[src/pfc_defs.svh]
`ifndef PFC_DEFS_SVH
`define PFC_DEFS_SVH

`define CLK_HZ 200000000
`define SW_FREQ_HZ 100000
`define SW_PERIOD_CYC (`CLK_HZ / `SW_FREQ_HZ)
`define SW_HALF_CYC (`SW_PERIOD_CYC / 2)
`define CNT_W 12

`define DLY_120_CYC (`SW_PERIOD_CYC / 3)
`define DLY_180_CYC (`SW_PERIOD_CYC / 2)
`define DLY_240_CYC ((2 * `SW_PERIOD_CYC) / 3)

`define PULSE_NS 100
`define PULSE_CYC ((`PULSE_NS * (`CLK_HZ / 1000000) + 999) / 1000)

`define STARTUP_US 1000
`define STARTUP_CYC (`STARTUP_US * (`CLK_HZ / 1000000))
`define STARTUP_W 18

`define MAINS_HZ 50
`define LUT_LEN 32
`define LUT_IDX_W 5
`define LUT_STEP_CYC (`CLK_HZ / (2 * `MAINS_HZ * `LUT_LEN))
`define LUT_STEP_W 17

`define IN_CMP_A 0
`define IN_CMP_B 1
`define IN_ENABLE 2
`define IN_SYNC_RISE 3
`define IN_SYNC_FALL 4
`define IN_ZERO_CROSS 5
`define IN_FAULT 6
`define IN_TWO_CH 7
`define IN_COUNT 8

`define SLV1_ON 0
`define SLV1_OFF 1
`define SLV2_ON 2
`define SLV2_OFF 3

`endif

[src/pfc_pkg.sv]
package pfc_pkg;

    typedef enum logic [1:0] {
        S_IDLE = 2'h0,
        S_SOFT = 2'h1,
        S_RUN = 2'h3,
        S_FAULT = 2'h2
    } run_state_t;

    typedef struct packed {
        logic s2_off;
        logic s2_on;
        logic s1_off;
        logic s1_on;
    } slave_pulse_t;

endpackage : pfc_pkg

[src/pin_sync.sv]
`timescale 1ns/10ps
module pin_sync #(
    parameter int W = 1
) (
    input wire logic clk,
    input wire logic reset_n,
    input wire logic [W-1:0] pin,
    output logic [W-1:0] level,
    output logic [W-1:0] rise,
    output logic [W-1:0] fall
);
    logic [W-1:0] meta;
    logic [W-1:0] stable;
    logic [W-1:0] prev;

    // First stage feeds only the second stage
    always_ff @(posedge clk or negedge reset_n) begin
        if (!reset_n) begin
            meta <= '0;
            stable <= '0;
            prev <= '0;
        end else begin
            meta <= pin;
            stable <= meta;
            prev <= stable;
        end
    end

    assign level = stable;
    assign rise = stable & ~prev;
    assign fall = ~stable & prev;
endmodule : pin_sync

[src/phase_delay.sv]
`timescale 1ns/10ps
`include "pfc_defs.svh"
module phase_delay (
    input wire logic clk,
    input wire logic reset_n,
    input wire logic clear,
    input wire logic start,
    input wire logic [`CNT_W-1:0] delay,
    output logic pulse
);
    localparam logic [`CNT_W-1:0] PULSE_LEN = `CNT_W'(`PULSE_CYC);

    logic busy;
    logic [`CNT_W-1:0] cnt;
    logic [`CNT_W-1:0] width;
    logic next_busy;
    logic [`CNT_W-1:0] next_cnt;
    logic [`CNT_W-1:0] next_width;

    // A new start restarts the delay; the previous one cannot still be
    // pending since every delay is shorter than one switching period.
    always_comb begin
        next_busy = busy;
        next_cnt = cnt;
        next_width = (width != '0) ? width - `CNT_W'(1) : width;
        if (clear) begin
            next_busy = 1'b0;
            next_cnt = '0;
            next_width = '0;
        end else if (start) begin
            next_busy = 1'b1;
            next_cnt = (delay > `CNT_W'(1)) ? delay - `CNT_W'(1) : '0;
        end else if (busy) begin
            if (cnt == '0) begin
                next_busy = 1'b0;
                next_width = PULSE_LEN;
            end else begin
                next_cnt = cnt - `CNT_W'(1);
            end
        end
    end

    always_ff @(posedge clk or negedge reset_n) begin
        if (!reset_n) begin
            busy <= 1'b0;
            cnt <= '0;
            width <= '0;
        end else begin
            busy <= next_busy;
            cnt <= next_cnt;
            width <= next_width;
        end
    end

    assign pulse = (width != '0);
endmodule : phase_delay

[src/pfc_interleave.sv]
`timescale 1ns/10ps
`include "pfc_defs.svh"
// Notes on behaviour
// - Master channel switching drive on dedicated output
// - Half-period-high square wave at switching frequency
// - Returned switching clock gates master commutations
// - Sync rise starts slave turn-on timing
// - Sync fall starts slave turn-off timing
// - Slave one on: 120 or 180 degrees
// - Slave one off: 120 or 180 degrees
// - Slave two on delayed 240 degrees
// - Slave two off delayed 240 degrees
// - Fault status high normally, low in fault
// - Startup done low only after start-up
// - Mains square-wave rising edge marks zero crossing
// - Master drive formed from both duty comparators
// - Sine reference table restarts at zero crossing
module pfc_interleave #(
    parameter int STARTUP_CYC = `STARTUP_CYC,
    parameter int LUT_STEP_CYC = `LUT_STEP_CYC
) (
    input wire logic CLK,
    input wire logic RESET_N,
    input wire logic DUTY_CMP_A_IN,
    input wire logic DUTY_CMP_B_IN,
    input wire logic ENABLE_IN,
    input wire logic SYNC_RISE_IN,
    input wire logic SYNC_FALL_IN,
    input wire logic MAINS_ZERO_CROSS_IN,
    input wire logic FAULT_DETECT_IN,
    input wire logic TWO_CHANNEL_IN,
    output logic MASTER_PWM_OUT,
    output logic SW_CLOCK_OUT,
    output logic SLAVE1_ON_PULSE,
    output logic SLAVE1_OFF_PULSE,
    output logic SLAVE2_ON_PULSE,
    output logic SLAVE2_OFF_PULSE,
    output logic FAULT_STATUS_OUT,
    output logic STARTUP_DONE_N,
    output logic SIN_REF_OUT
);
    localparam logic [`CNT_W-1:0] PERIOD_LAST = `CNT_W'(`SW_PERIOD_CYC - 1);
    localparam logic [`CNT_W-1:0] HALF = `CNT_W'(`SW_HALF_CYC);
    localparam logic [`CNT_W-1:0] DLY_120 = `CNT_W'(`DLY_120_CYC);
    localparam logic [`CNT_W-1:0] DLY_180 = `CNT_W'(`DLY_180_CYC);
    localparam logic [`CNT_W-1:0] DLY_240 = `CNT_W'(`DLY_240_CYC);
    localparam logic [`STARTUP_W-1:0] STARTUP_LAST = `STARTUP_W'(STARTUP_CYC - 1);
    localparam logic [`LUT_STEP_W-1:0] STEP_LAST = `LUT_STEP_W'(LUT_STEP_CYC - 1);
    localparam logic [`LUT_IDX_W-1:0] IDX_LAST = `LUT_IDX_W'(`LUT_LEN - 1);

    // Half-sine table, mirrored about its middle
    function automatic logic [7:0] sine_at(input logic [`LUT_IDX_W-1:0] idx);
        logic [3:0] q;
        q = idx[4] ? ~idx[3:0] : idx[3:0];
        case (q)
            4'h0: sine_at = 8'h0c;
            4'h1: sine_at = 8'h25;
            4'h2: sine_at = 8'h3e;
            4'h3: sine_at = 8'h56;
            4'h4: sine_at = 8'h6d;
            4'h5: sine_at = 8'h83;
            4'h6: sine_at = 8'h98;
            4'h7: sine_at = 8'hab;
            4'h8: sine_at = 8'hbd;
            4'h9: sine_at = 8'hcd;
            4'ha: sine_at = 8'hdb;
            4'hb: sine_at = 8'he7;
            4'hc: sine_at = 8'hf0;
            4'hd: sine_at = 8'hf7;
            4'he: sine_at = 8'hfc;
            default: sine_at = 8'hff;
        endcase
    endfunction : sine_at

    logic [`IN_COUNT-1:0] pin_raw;
    logic [`IN_COUNT-1:0] pin_lvl;
    logic [`IN_COUNT-1:0] pin_rise;
    logic [`IN_COUNT-1:0] pin_fall;

    assign pin_raw = {TWO_CHANNEL_IN, FAULT_DETECT_IN, MAINS_ZERO_CROSS_IN, SYNC_FALL_IN,
                      SYNC_RISE_IN, ENABLE_IN, DUTY_CMP_B_IN, DUTY_CMP_A_IN};

    pin_sync #(
        .W(`IN_COUNT)
    ) u_sync (
        .clk(CLK),
        .reset_n(RESET_N),
        .pin(pin_raw),
        .level(pin_lvl),
        .rise(pin_rise),
        .fall(pin_fall)
    );

    logic fault;
    logic two_ch;
    assign fault = pin_lvl[`IN_FAULT];
    assign two_ch = pin_lvl[`IN_TWO_CH];

    // Run state and start-up
    pfc_pkg::run_state_t state;
    pfc_pkg::run_state_t next_state;
    logic [`STARTUP_W-1:0] su_cnt;
    logic [`STARTUP_W-1:0] next_su_cnt;
    logic active;

    always_comb begin
        next_state = state;
        next_su_cnt = su_cnt;
        case (state)
            pfc_pkg::S_IDLE: begin
                next_su_cnt = '0;
                if (!fault) begin
                    next_state = pfc_pkg::S_SOFT;
                end
            end
            pfc_pkg::S_SOFT: begin
                if (su_cnt == STARTUP_LAST) begin
                    next_state = pfc_pkg::S_RUN;
                end else begin
                    next_su_cnt = su_cnt + `STARTUP_W'(1);
                end
            end
            pfc_pkg::S_RUN: begin
                next_su_cnt = '0;
            end
            pfc_pkg::S_FAULT: begin
                // Start-up begins again once the fault has gone
                next_su_cnt = '0;
                if (!fault) begin
                    next_state = pfc_pkg::S_IDLE;
                end
            end
            default: begin
                next_state = pfc_pkg::S_IDLE;
                next_su_cnt = '0;
            end
        endcase
        if (fault) begin
            next_state = pfc_pkg::S_FAULT;
        end
    end

    always_ff @(posedge CLK or negedge RESET_N) begin
        if (!RESET_N) begin
            state <= pfc_pkg::S_IDLE;
            su_cnt <= '0;
        end else begin
            state <= next_state;
            su_cnt <= next_su_cnt;
        end
    end

    assign active = (state == pfc_pkg::S_SOFT) || (state == pfc_pkg::S_RUN);

    // Switching clock and master drive
    logic [`CNT_W-1:0] sw_cnt;
    logic [`CNT_W-1:0] next_sw_cnt;
    logic sw_clk;
    logic next_sw_clk;
    logic armed;
    logic next_armed;
    logic master;
    logic next_master;
    logic duty_on;

    assign duty_on = pin_lvl[`IN_CMP_A] & pin_lvl[`IN_CMP_B];

    always_comb begin
        next_sw_cnt = (sw_cnt == PERIOD_LAST) ? '0 : sw_cnt + `CNT_W'(1);
        next_sw_clk = (next_sw_cnt < HALF);
        next_armed = armed;
        // One turn-on per returned clock period; a falling clock or a
        // dropped enable forces the master off, so comparator chatter
        // cannot add extra edges.
        if (pin_rise[`IN_ENABLE]) begin
            next_armed = 1'b1;
        end else if (master && !duty_on) begin
            next_armed = 1'b0;
        end
        next_master = active && pin_lvl[`IN_ENABLE] && duty_on && (master || armed);
    end

    always_ff @(posedge CLK or negedge RESET_N) begin
        if (!RESET_N) begin
            sw_cnt <= '0;
            sw_clk <= 1'b0;
            armed <= 1'b0;
            master <= 1'b0;
        end else begin
            sw_cnt <= next_sw_cnt;
            sw_clk <= next_sw_clk;
            armed <= next_armed;
            master <= next_master;
        end
    end

    // Interleaving of the slave channels
    logic [3:0] tmr_start;
    logic [3:0] tmr_pulse;
    logic [`CNT_W-1:0] tmr_delay [4];
    logic [`CNT_W-1:0] slave1_delay;

    assign slave1_delay = two_ch ? DLY_180 : DLY_120;
    assign tmr_delay[`SLV1_ON] = slave1_delay;
    assign tmr_delay[`SLV1_OFF] = slave1_delay;
    assign tmr_delay[`SLV2_ON] = DLY_240;
    assign tmr_delay[`SLV2_OFF] = DLY_240;

    // The drive is looped back by the board onto both sync pins
    assign tmr_start[`SLV1_ON] = active && pin_rise[`IN_SYNC_RISE];
    assign tmr_start[`SLV1_OFF] = active && pin_fall[`IN_SYNC_FALL];
    assign tmr_start[`SLV2_ON] = active && !two_ch && pin_rise[`IN_SYNC_RISE];
    assign tmr_start[`SLV2_OFF] = active && !two_ch && pin_fall[`IN_SYNC_FALL];

    for (genvar i = 0; i < 4; i++) begin : g_tmr
        phase_delay u_dly (
            .clk(CLK),
            .reset_n(RESET_N),
            .clear(!active),
            .start(tmr_start[i]),
            .delay(tmr_delay[i]),
            .pulse(tmr_pulse[i])
        );
    end

    // Pulses drive external set/reset flip-flops
    pfc_pkg::slave_pulse_t pulses;
    pfc_pkg::slave_pulse_t next_pulses;

    always_comb begin
        next_pulses.s1_on = active && tmr_pulse[`SLV1_ON];
        next_pulses.s1_off = active && tmr_pulse[`SLV1_OFF];
        next_pulses.s2_on = active && !two_ch && tmr_pulse[`SLV2_ON];
        next_pulses.s2_off = active && !two_ch && tmr_pulse[`SLV2_OFF];
    end

    always_ff @(posedge CLK or negedge RESET_N) begin
        if (!RESET_N) begin
            pulses <= '0;
        end else begin
            pulses <= next_pulses;
        end
    end

    // Sine reference, restarted at each mains zero crossing
    logic [`LUT_IDX_W-1:0] lut_idx;
    logic [`LUT_IDX_W-1:0] next_lut_idx;
    logic [`LUT_STEP_W-1:0] step_cnt;
    logic [`LUT_STEP_W-1:0] next_step_cnt;
    logic [7:0] carrier;
    logic [7:0] next_carrier;
    logic sin_ref;
    logic next_sin_ref;

    always_comb begin
        next_lut_idx = lut_idx;
        next_step_cnt = step_cnt + `LUT_STEP_W'(1);
        next_carrier = carrier + 8'h01;
        if (pin_rise[`IN_ZERO_CROSS]) begin
            next_lut_idx = '0;
            next_step_cnt = '0;
        end else if (step_cnt == STEP_LAST) begin
            next_step_cnt = '0;
            // Holds at the end if the next crossing comes late
            if (lut_idx != IDX_LAST) begin
                next_lut_idx = lut_idx + `LUT_IDX_W'(1);
            end
        end
        next_sin_ref = active && (carrier < sine_at(lut_idx));
    end

    always_ff @(posedge CLK or negedge RESET_N) begin
        if (!RESET_N) begin
            lut_idx <= '0;
            step_cnt <= '0;
            carrier <= '0;
            sin_ref <= 1'b0;
        end else begin
            lut_idx <= next_lut_idx;
            step_cnt <= next_step_cnt;
            carrier <= next_carrier;
            sin_ref <= next_sin_ref;
        end
    end

    // Status outputs
    logic fault_status;
    logic done_n;
    logic next_fault_status;
    logic next_done_n;

    always_comb begin
        next_fault_status = (next_state != pfc_pkg::S_FAULT);
        next_done_n = (next_state != pfc_pkg::S_RUN);
    end

    always_ff @(posedge CLK or negedge RESET_N) begin
        if (!RESET_N) begin
            fault_status <= 1'b1;
            done_n <= 1'b1;
        end else begin
            fault_status <= next_fault_status;
            done_n <= next_done_n;
        end
    end

    assign MASTER_PWM_OUT = master;
    assign SW_CLOCK_OUT = sw_clk;
    assign SLAVE1_ON_PULSE = pulses.s1_on;
    assign SLAVE1_OFF_PULSE = pulses.s1_off;
    assign SLAVE2_ON_PULSE = pulses.s2_on;
    assign SLAVE2_OFF_PULSE = pulses.s2_off;
    assign FAULT_STATUS_OUT = fault_status;
    assign STARTUP_DONE_N = done_n;
    assign SIN_REF_OUT = sin_ref;
endmodule : pfc_interleave

[config.mk]
export PLATFORM = sky130hd
export DESIGN_NAME = pfc_interleave
export DESIGN_NICKNAME = d
export VERILOG_FILES = /design/src/pfc_pkg.sv /design/src/pin_sync.sv /design/src/phase_delay.sv /design/src/pfc_interleave.sv
export VERILOG_INCLUDE_DIRS = /design/src
export SDC_FILE = /design/constraint.sdc
export NUM_CORES = 1
export LEC_CHECK = 0
export ABC_AREA = 1
export BUFFER_PORTS_ARGS = -buffer_cell sky130_fd_sc_hd__buf_2
export CORE_ASPECT_RATIO = 0.7
export CORE_MARGIN = 1.5
export CORE_UTILIZATION = 57
export CTS_BUF_LIST = sky130_fd_sc_hd__clkbuf_8 sky130_fd_sc_hd__clkbuf_16
export DETAILED_ROUTE_END_ITERATION = 8
export PLACE_DENSITY = 0.76
export SYNTH_ARGS = -nofsm -noshare
export SYNTH_HDL_FRONTEND = slang
export SYNTH_SLANG_ARGS = --single-unit
[constraint.sdc]
create_clock -name CLK -period 1.7 [get_ports CLK]
set_input_delay 0.085 -clock CLK [delete_from_list [all_inputs] [get_ports CLK]]
set_output_delay 0.085 -clock CLK [all_outputs]
set_load 0.01 [all_outputs]
* Yosys cells after proc, flatten, opt, wreduce, memory -nomap -nowiden
Memories as Yosys holds them, arrays and structs flattened. Index checks and enable logic that the tools add are counted.
Operators by class: shifts and indexed selects 0, eq/ne operators 18, add/subtract/negate cells 14, div/mod/pow operators 0, reduce and logical (&&, ||, !) cells 36, $mul 0, mux-type cells 68, bitwise gates (word level) 6, $lt $le $gt $ge 3
Operators by type and width (count):
- 12-bit two-way mux | 38
- 12-bit by 1-bit subtractor with 12-bit output (second input constant) | 8
- 12-bit logical NOT | 4
- 12-bit nonzero test | 4
- 18-bit one-hot mux with 2 select lines | 1
- 17-bit two-way mux | 2
- 18-bit by 1-bit adder with 18-bit output (second input constant) | 1
- 18-bit equality test (second input constant) | 1
- 1-bit two-way mux | 18
- 18-bit two-way mux | 1
- 17-bit by 1-bit adder with 17-bit output (second input constant) | 1
- 17-bit by 16-bit equality test with 1-bit output (second input constant) | 1
- 5-bit two-way mux | 3
- 1-bit logical AND | 14
- 12-bit by 1-bit adder with 12-bit output (second input constant) | 1
- 12-bit by 11-bit equality test with 1-bit output (second input constant) | 1
- 12-bit by 10-bit less-than comparator with 1-bit output (second input constant) | 1
- 3-bit by 1-bit != test with 1-bit output (second input constant) | 4
- 3-bit by 2-bit != test with 1-bit output (second input constant) | 4
- 10-bit by 1-bit subtractor with 11-bit output (second input constant) | 1
- 10-bit by 1-bit > comparator with 1-bit output (second input constant) | 1
- 2-bit AND reduction | 5
- 9-bit two-way mux | 1
- 8-bit by 1-bit adder with 8-bit output (second input constant) | 1
- other kinds (20) | 28
Storage, ports and cells: output and inout bits 9, bits of input ports 10, RAM bits 0, latch bits 0, register bits 194, memories 1, bits in read-only memories 128
Memories:
- (name not given) | depth 16, bits a word 8, read ports 1, clocked after memory_dff 0, write ports 0, RTL line pfc_interleave.sv:55 | case (q)

* Logic depth before layout (Yosys ltp)
word-level depth 6, gate-level depth with buffers 14, depth with buffers taken out 14

* Hierarchy
Synthesis repeated with hierarchy kept, for this count alone.
Second synthesis, totals: cells, all modules 1738, area total of the unflattened synthesis 12426.9 um^2
By module, submodules not included:
- phase_delay at g_tmr[0].u_dly ... | cells each 298, area an instance 1914.3 um^2, instances 3, sequential area each 625.6 um^2
- pfc_interleave | cells each 485, area an instance 4011.3 um^2, instances 1, sequential area each 1804.2 um^2
- phase_delay at g_tmr[3].u_dly | cells each 303, area an instance 1951.9 um^2, instances 1, sequential area each 625.6 um^2
- pin_sync | cells each 56, area an instance 720.7 um^2, instances 1, sequential area each 600.6 um^2

* Least setup slack after synthesis
OpenSTA, ideal clock, no wires.
path kind register to register, start register lut_idx[4], end register sin_ref, in the netlist SIN_REF_OUT, buffers on the path 0, period minus slack after synthesis 1.840 ns, arrival time 1.763 ns, slack -0.140 ns, stages on the path, launching flop included 14, data required time 1.623 ns, path through dfrtp_1 inv_1 nand2_1 nand2_1 inv_1 nor2_1 inv_1 nand3_1 nand3_1 o21ai_0 ha_1 a21oi_1 o21ai_0 a21oi_1
Between the ends: word-level cells in the longest chain between the ends 4
RTL lines:
- start: declaration | RTL line pfc_interleave.sv:246 | logic [`LUT_IDX_W-1:0] lut_idx;
- start signal: assignment | RTL line pfc_interleave.sv:279 | lut_idx <= next_lut_idx;
- 4-bit two-way mux | RTL line pfc_interleave.sv:54 | q = idx[4] ? ~idx[3:0] : idx[3:0];
- memory 16 x 8 bit
- 8-bit less-than comparator | RTL line pfc_interleave.sv:269 | next_sin_ref = active && (carrier < sine_at(lut_idx));
- 1-bit logical AND | RTL line pfc_interleave.sv:269
- named net next_sin_ref | RTL line pfc_interleave.sv:253 | logic next_sin_ref;
- end signal: assignment | RTL line pfc_interleave.sv:282 | sin_ref <= next_sin_ref;
- end: declaration | RTL line pfc_interleave.sv:252 | logic sin_ref;
The timed path passes the listed nets, and every way through them passes these cells. A chain may end at the register's enable or synchronous reset.

* Worst setup path in the final report
Same ends and word-level chain as after synthesis.

==> impl_metrics.toml <==
[outcome]
status = "complete, but fails checks"
failed_checks = "negative setup slack"

[logic_synthesis]
synthCells = 1223
yosysWarnings = 0
synth_flop_cell = "dfrtp_1"
ys_seq_area_frac = 0.483
synth_top_area_share = 0.477
synthTopCellsByArea = "dfrtp_1, nand2_1, nor2_1, inv_1, xor2_1"
yosysTopAreaCell = "dfrtp_1"
syn_nets = 1262
synth_edf_count = 0
async_flop_share = 1.00
ys_types = 41
postSynthAreaPerCell_um2 = 8.15
synth-seq-cells = 192
synth_area_mm2 = 0.00996

[cells_and_area]
fin_area_mm2 = 0.0129
n_antenna_cell = 0
n_fill_cell = 1198
nets = 1440
final_cells = 1644
layout-drive-gt1-share = 0.275
syn_to_final_growth_pct = 29.3
final_core_util = 0.752

[worst_setup_path]
crit_type = "flip-flop to flip-flop"
worst-path-buf-inv = 3
cp.required_ns = 2.07
start_kind = "flip-flop"
slowest_delay_ns = 0.48
cp-end-kind = "flip-flop"
critPathTopFamily = "simple AND/OR/NAND/NOR gates"
arrival_ns = 2.33
path_cells = "inv_4 > nand2_1 > nand2_4 > nor2_4 > inv_2 > nand3_2 > nand3_2 > o21ai_2 > ha_1 > buf_6 > nand2_4 > nor2_2 > a21oi_1"
cp_max_fo = 7
slowest_stage = "dfrtp_2"

[global_routing]
antenna_found_initial = 0
grt_usage = 0.274
grt_max_degree = 59
grt_pass1_wl_um = 40600
overflow = 0
grt_pass1_vias = 8601

[detailed_routing]
vias_per_cell = 5.56
drc_errors = 0
wirelength_um = 26000
drtIter0Drc = 828
antenna_left = 0
routed-via-count = 9133
avgRoutedWirePerCell_um = 15.8
dr.pass1.iters = 5

[clock_tree]
clk_latency_ns = 0.44
clock-sinks = 192
htreeDepth = 4
cts_made_buffers = 17
cts.path.max_buffers = 2
root_buffer = "clkbuf_16"
cts_tree = "done"
clk_pin_slew_ns = 0.07

[placement]
placed_cell_area_mm2 = 0.0112
placed_cells = 1570
dp_slack_ns = -0.253
gp_congestion = 0.919
dpl.hpwl_um = 16100
io_buffers = 18

[die]
die_w_um = 161
io_pins = 19
die_area_mm2 = 0.0183
coreArea_mm2 = 0.0171
start_util = 0.582
rows = 40
die_h_um = 114

[sta]
slew_headroom = 0.655
fin_ws_ns = -0.260
setup_viol = 4
grt_setup_unrepaired = "true"
whs_ns = 0.184
slew_violations = 0
worst_pin_slew_ns = 0.518
min_period_ns = 1.96
final-hold-violation-count = 0
finalClockSkew_ns = 0.00714
min_period_over_period = 1.15
fmax_ghz = 0.510
setup_tns_ns = -0.384

[power]
power_mw = 14.8
p_leak_nw = 6.49
ir_worst_vdd_uv = 822
powerDensity_mw_per_mm2 = 1150

[hold_path]
min_path_type = "primary input to async pin"

[job]
drv_cap = 0
[state kept, by name, summed over array words and instances, names as in the netlist]
signal and flops:
su_cnt 18, SLAVE2_OFF_PULSE 1, SIN_REF_OUT 1, sw_cnt 12, STARTUP_DONE_N 1, g_tmr.u_dly.cnt 48
SLAVE2_ON_PULSE 1, SLAVE1_OFF_PULSE 1, g_tmr.u_dly.busy 4, carrier 8, SW_CLOCK_OUT 1, FAULT_STATUS_OUT 1
u_sync.prev 4, armed 1, u_sync.meta 8, u_sync.level 8, lut_idx 5, g_tmr.u_dly.width 48
step_cnt 17, MASTER_PWM_OUT 1, state 2, SLAVE1_ON_PULSE 1
[kinds of logic (layout without fill, tap and decap cells)]
logic type,Yosys count,after routing,share of synthesized area
flip-flops,192,192,0.483
adder cells (fa/ha/maj),29,29,0.0364
AND/OR/NAND/NOR,585,585,0.257
AO/OA/AOI/OAI,168,168,0.0953
XOR/XNOR,68,68,0.0598
buffers and inverters,181,371,0.0686
[cells in the final DEF (no fill, tap or decap), types with 6 or more instances in the layout]
| master | synthesis | routed |
|---|---|---|
| nor4_1 | 8 | 7 |
| inv_2 | 6 | 25 |
| o21ai_1 | 2 | 19 |
| nor3_2 | 1 | 10 |
| nor2_4 | 4 | 19 |
| buf_4 | 0 | 124 |
| ha_1 | 29 | 18 |
| nor2_1 | 181 | 137 |
| nor3_1 | 49 | 39 |
| buf_6 | 0 | 11 |
| nor2_2 | 2 | 31 |
| nand3_1 | 83 | 68 |
| nand2_1 | 214 | 184 |
| o22ai_2 | 0 | 8 |
| o21ai_0 | 57 | 32 |
| nand2_4 | 0 | 14 |
| o22ai_1 | 14 | 6 |
| buf_2 | 3 | 17 |
| or2_2 | 8 | 6 |
| xor2_1 | 60 | 60 |
| nand4_1 | 22 | 22 |
| inv_1 | 169 | 145 |
| o21ai_2 | 0 | 8 |
| clkbuf_16 | 0 | 17 |
| nand2_2 | 3 | 19 |
| a21oi_1 | 59 | 55 |
| nand3_2 | 1 | 14 |
| xnor2_1 | 8 | 8 |
| dfrtp_1 | 190 | 187 |
| dlygate4sd3_1 | 0 | 9 |
| ha_4 | 0 | 6 |
[cell type report]
type,count,area [µm²],area share
Timing Repair Buffer,165,1300,0.101
Clock buffer,19,453,0.0352
Multi-Input combinational cell,850,5200,0.403
Clock inverter,12,156,0.0121
Inverter,175,669,0.0520
Sequential cell,192,4810,0.374
Tap cell,231,289,0.0224
[synth_stat cells (all sizes together) (4+ instances only)]
cell type and count:
a31oi 4, or2 9, o22ai 14, dfrtp 190, nand2 217, xor2 60, nor2 188, ha 29
nand4 23, nand3b 4, o31ai 6, o21a 4, inv 175, nand3 84, o21ai 59, a211oi 9
a21oi 60, nor3 50, xnor2 8, nor4 8
[final timing paths]
kind / depth (start not counted) / slack (ns) / end / from
worst max register to register: 13 / -0.26 / SIN_REF_OUT$_DFF_PN0_ / lut_idx[4]$_DFFE_PN0P_
worst min register to register: 0 / 0.35 / u_sync.level[2]$_DFF_PN0_ / u_sync.meta[2]$_DFF_PN0_
max in group asynchronous: 3 / 0.85 / step_cnt[7]$_DFF_PN0_ / RESET_N
min in group CLK: 2 / 0.28 / u_sync.meta[6]$_DFF_PN0_ / FAULT_DETECT_IN
worst min-delay path: 2 / 0.18 / g_tmr[0].u_dly.width[5]$_DFF_PN0_ / RESET_N
worst max-delay path: 13 / -0.26 / SIN_REF_OUT$_DFF_PN0_ / lut_idx[4]$_DFFE_PN0P_
[metal layers]
layer / part of all wire / up-vias / wire length (µm) / GRT usage
met3: 0.064 / 62 / 1660 / 0.0542
met1: 0.45 / 4363 / 11700 / 0.398
met4: 0.021 / 0 / 547 / 0.0691
li1: - / 4344 / - / -
met2: 0.46 / 364 / 12100 / 0.426
met5: 0 / - / 0 / 0
[where the power goes]
part,total (mW),internal (mW),switching (mW)
registers,5.47,5.05,0.422
clock network,4.20,2.39,1.81
logic,5.10,2.08,3.03
total,14.8,9.52,5.26
[worst reg2reg max path: stages (launching register included)]
cell     delay [ns]
dfrtp_2        0.48
inv_4          0.12
nand2_1        0.10
nand2_4        0.12
nor2_4         0.06
inv_2          0.07
nand3_2        0.10
nand3_2        0.08
o21ai_2        0.05
ha_1           0.34
buf_6          0.14
nand2_4        0.05
nor2_2         0.03
a21oi_1        0.13
[what timing repair did]
item                                    CTS  global route
pin swaps                                25            54
setup buffers                            12            23
endpoints found under the setup margin   17           102
hold buffers                              9             0
gates resized for setup                  46           194
hold endpoints to repair                 60             0
(Power assumes the default switching activity.)
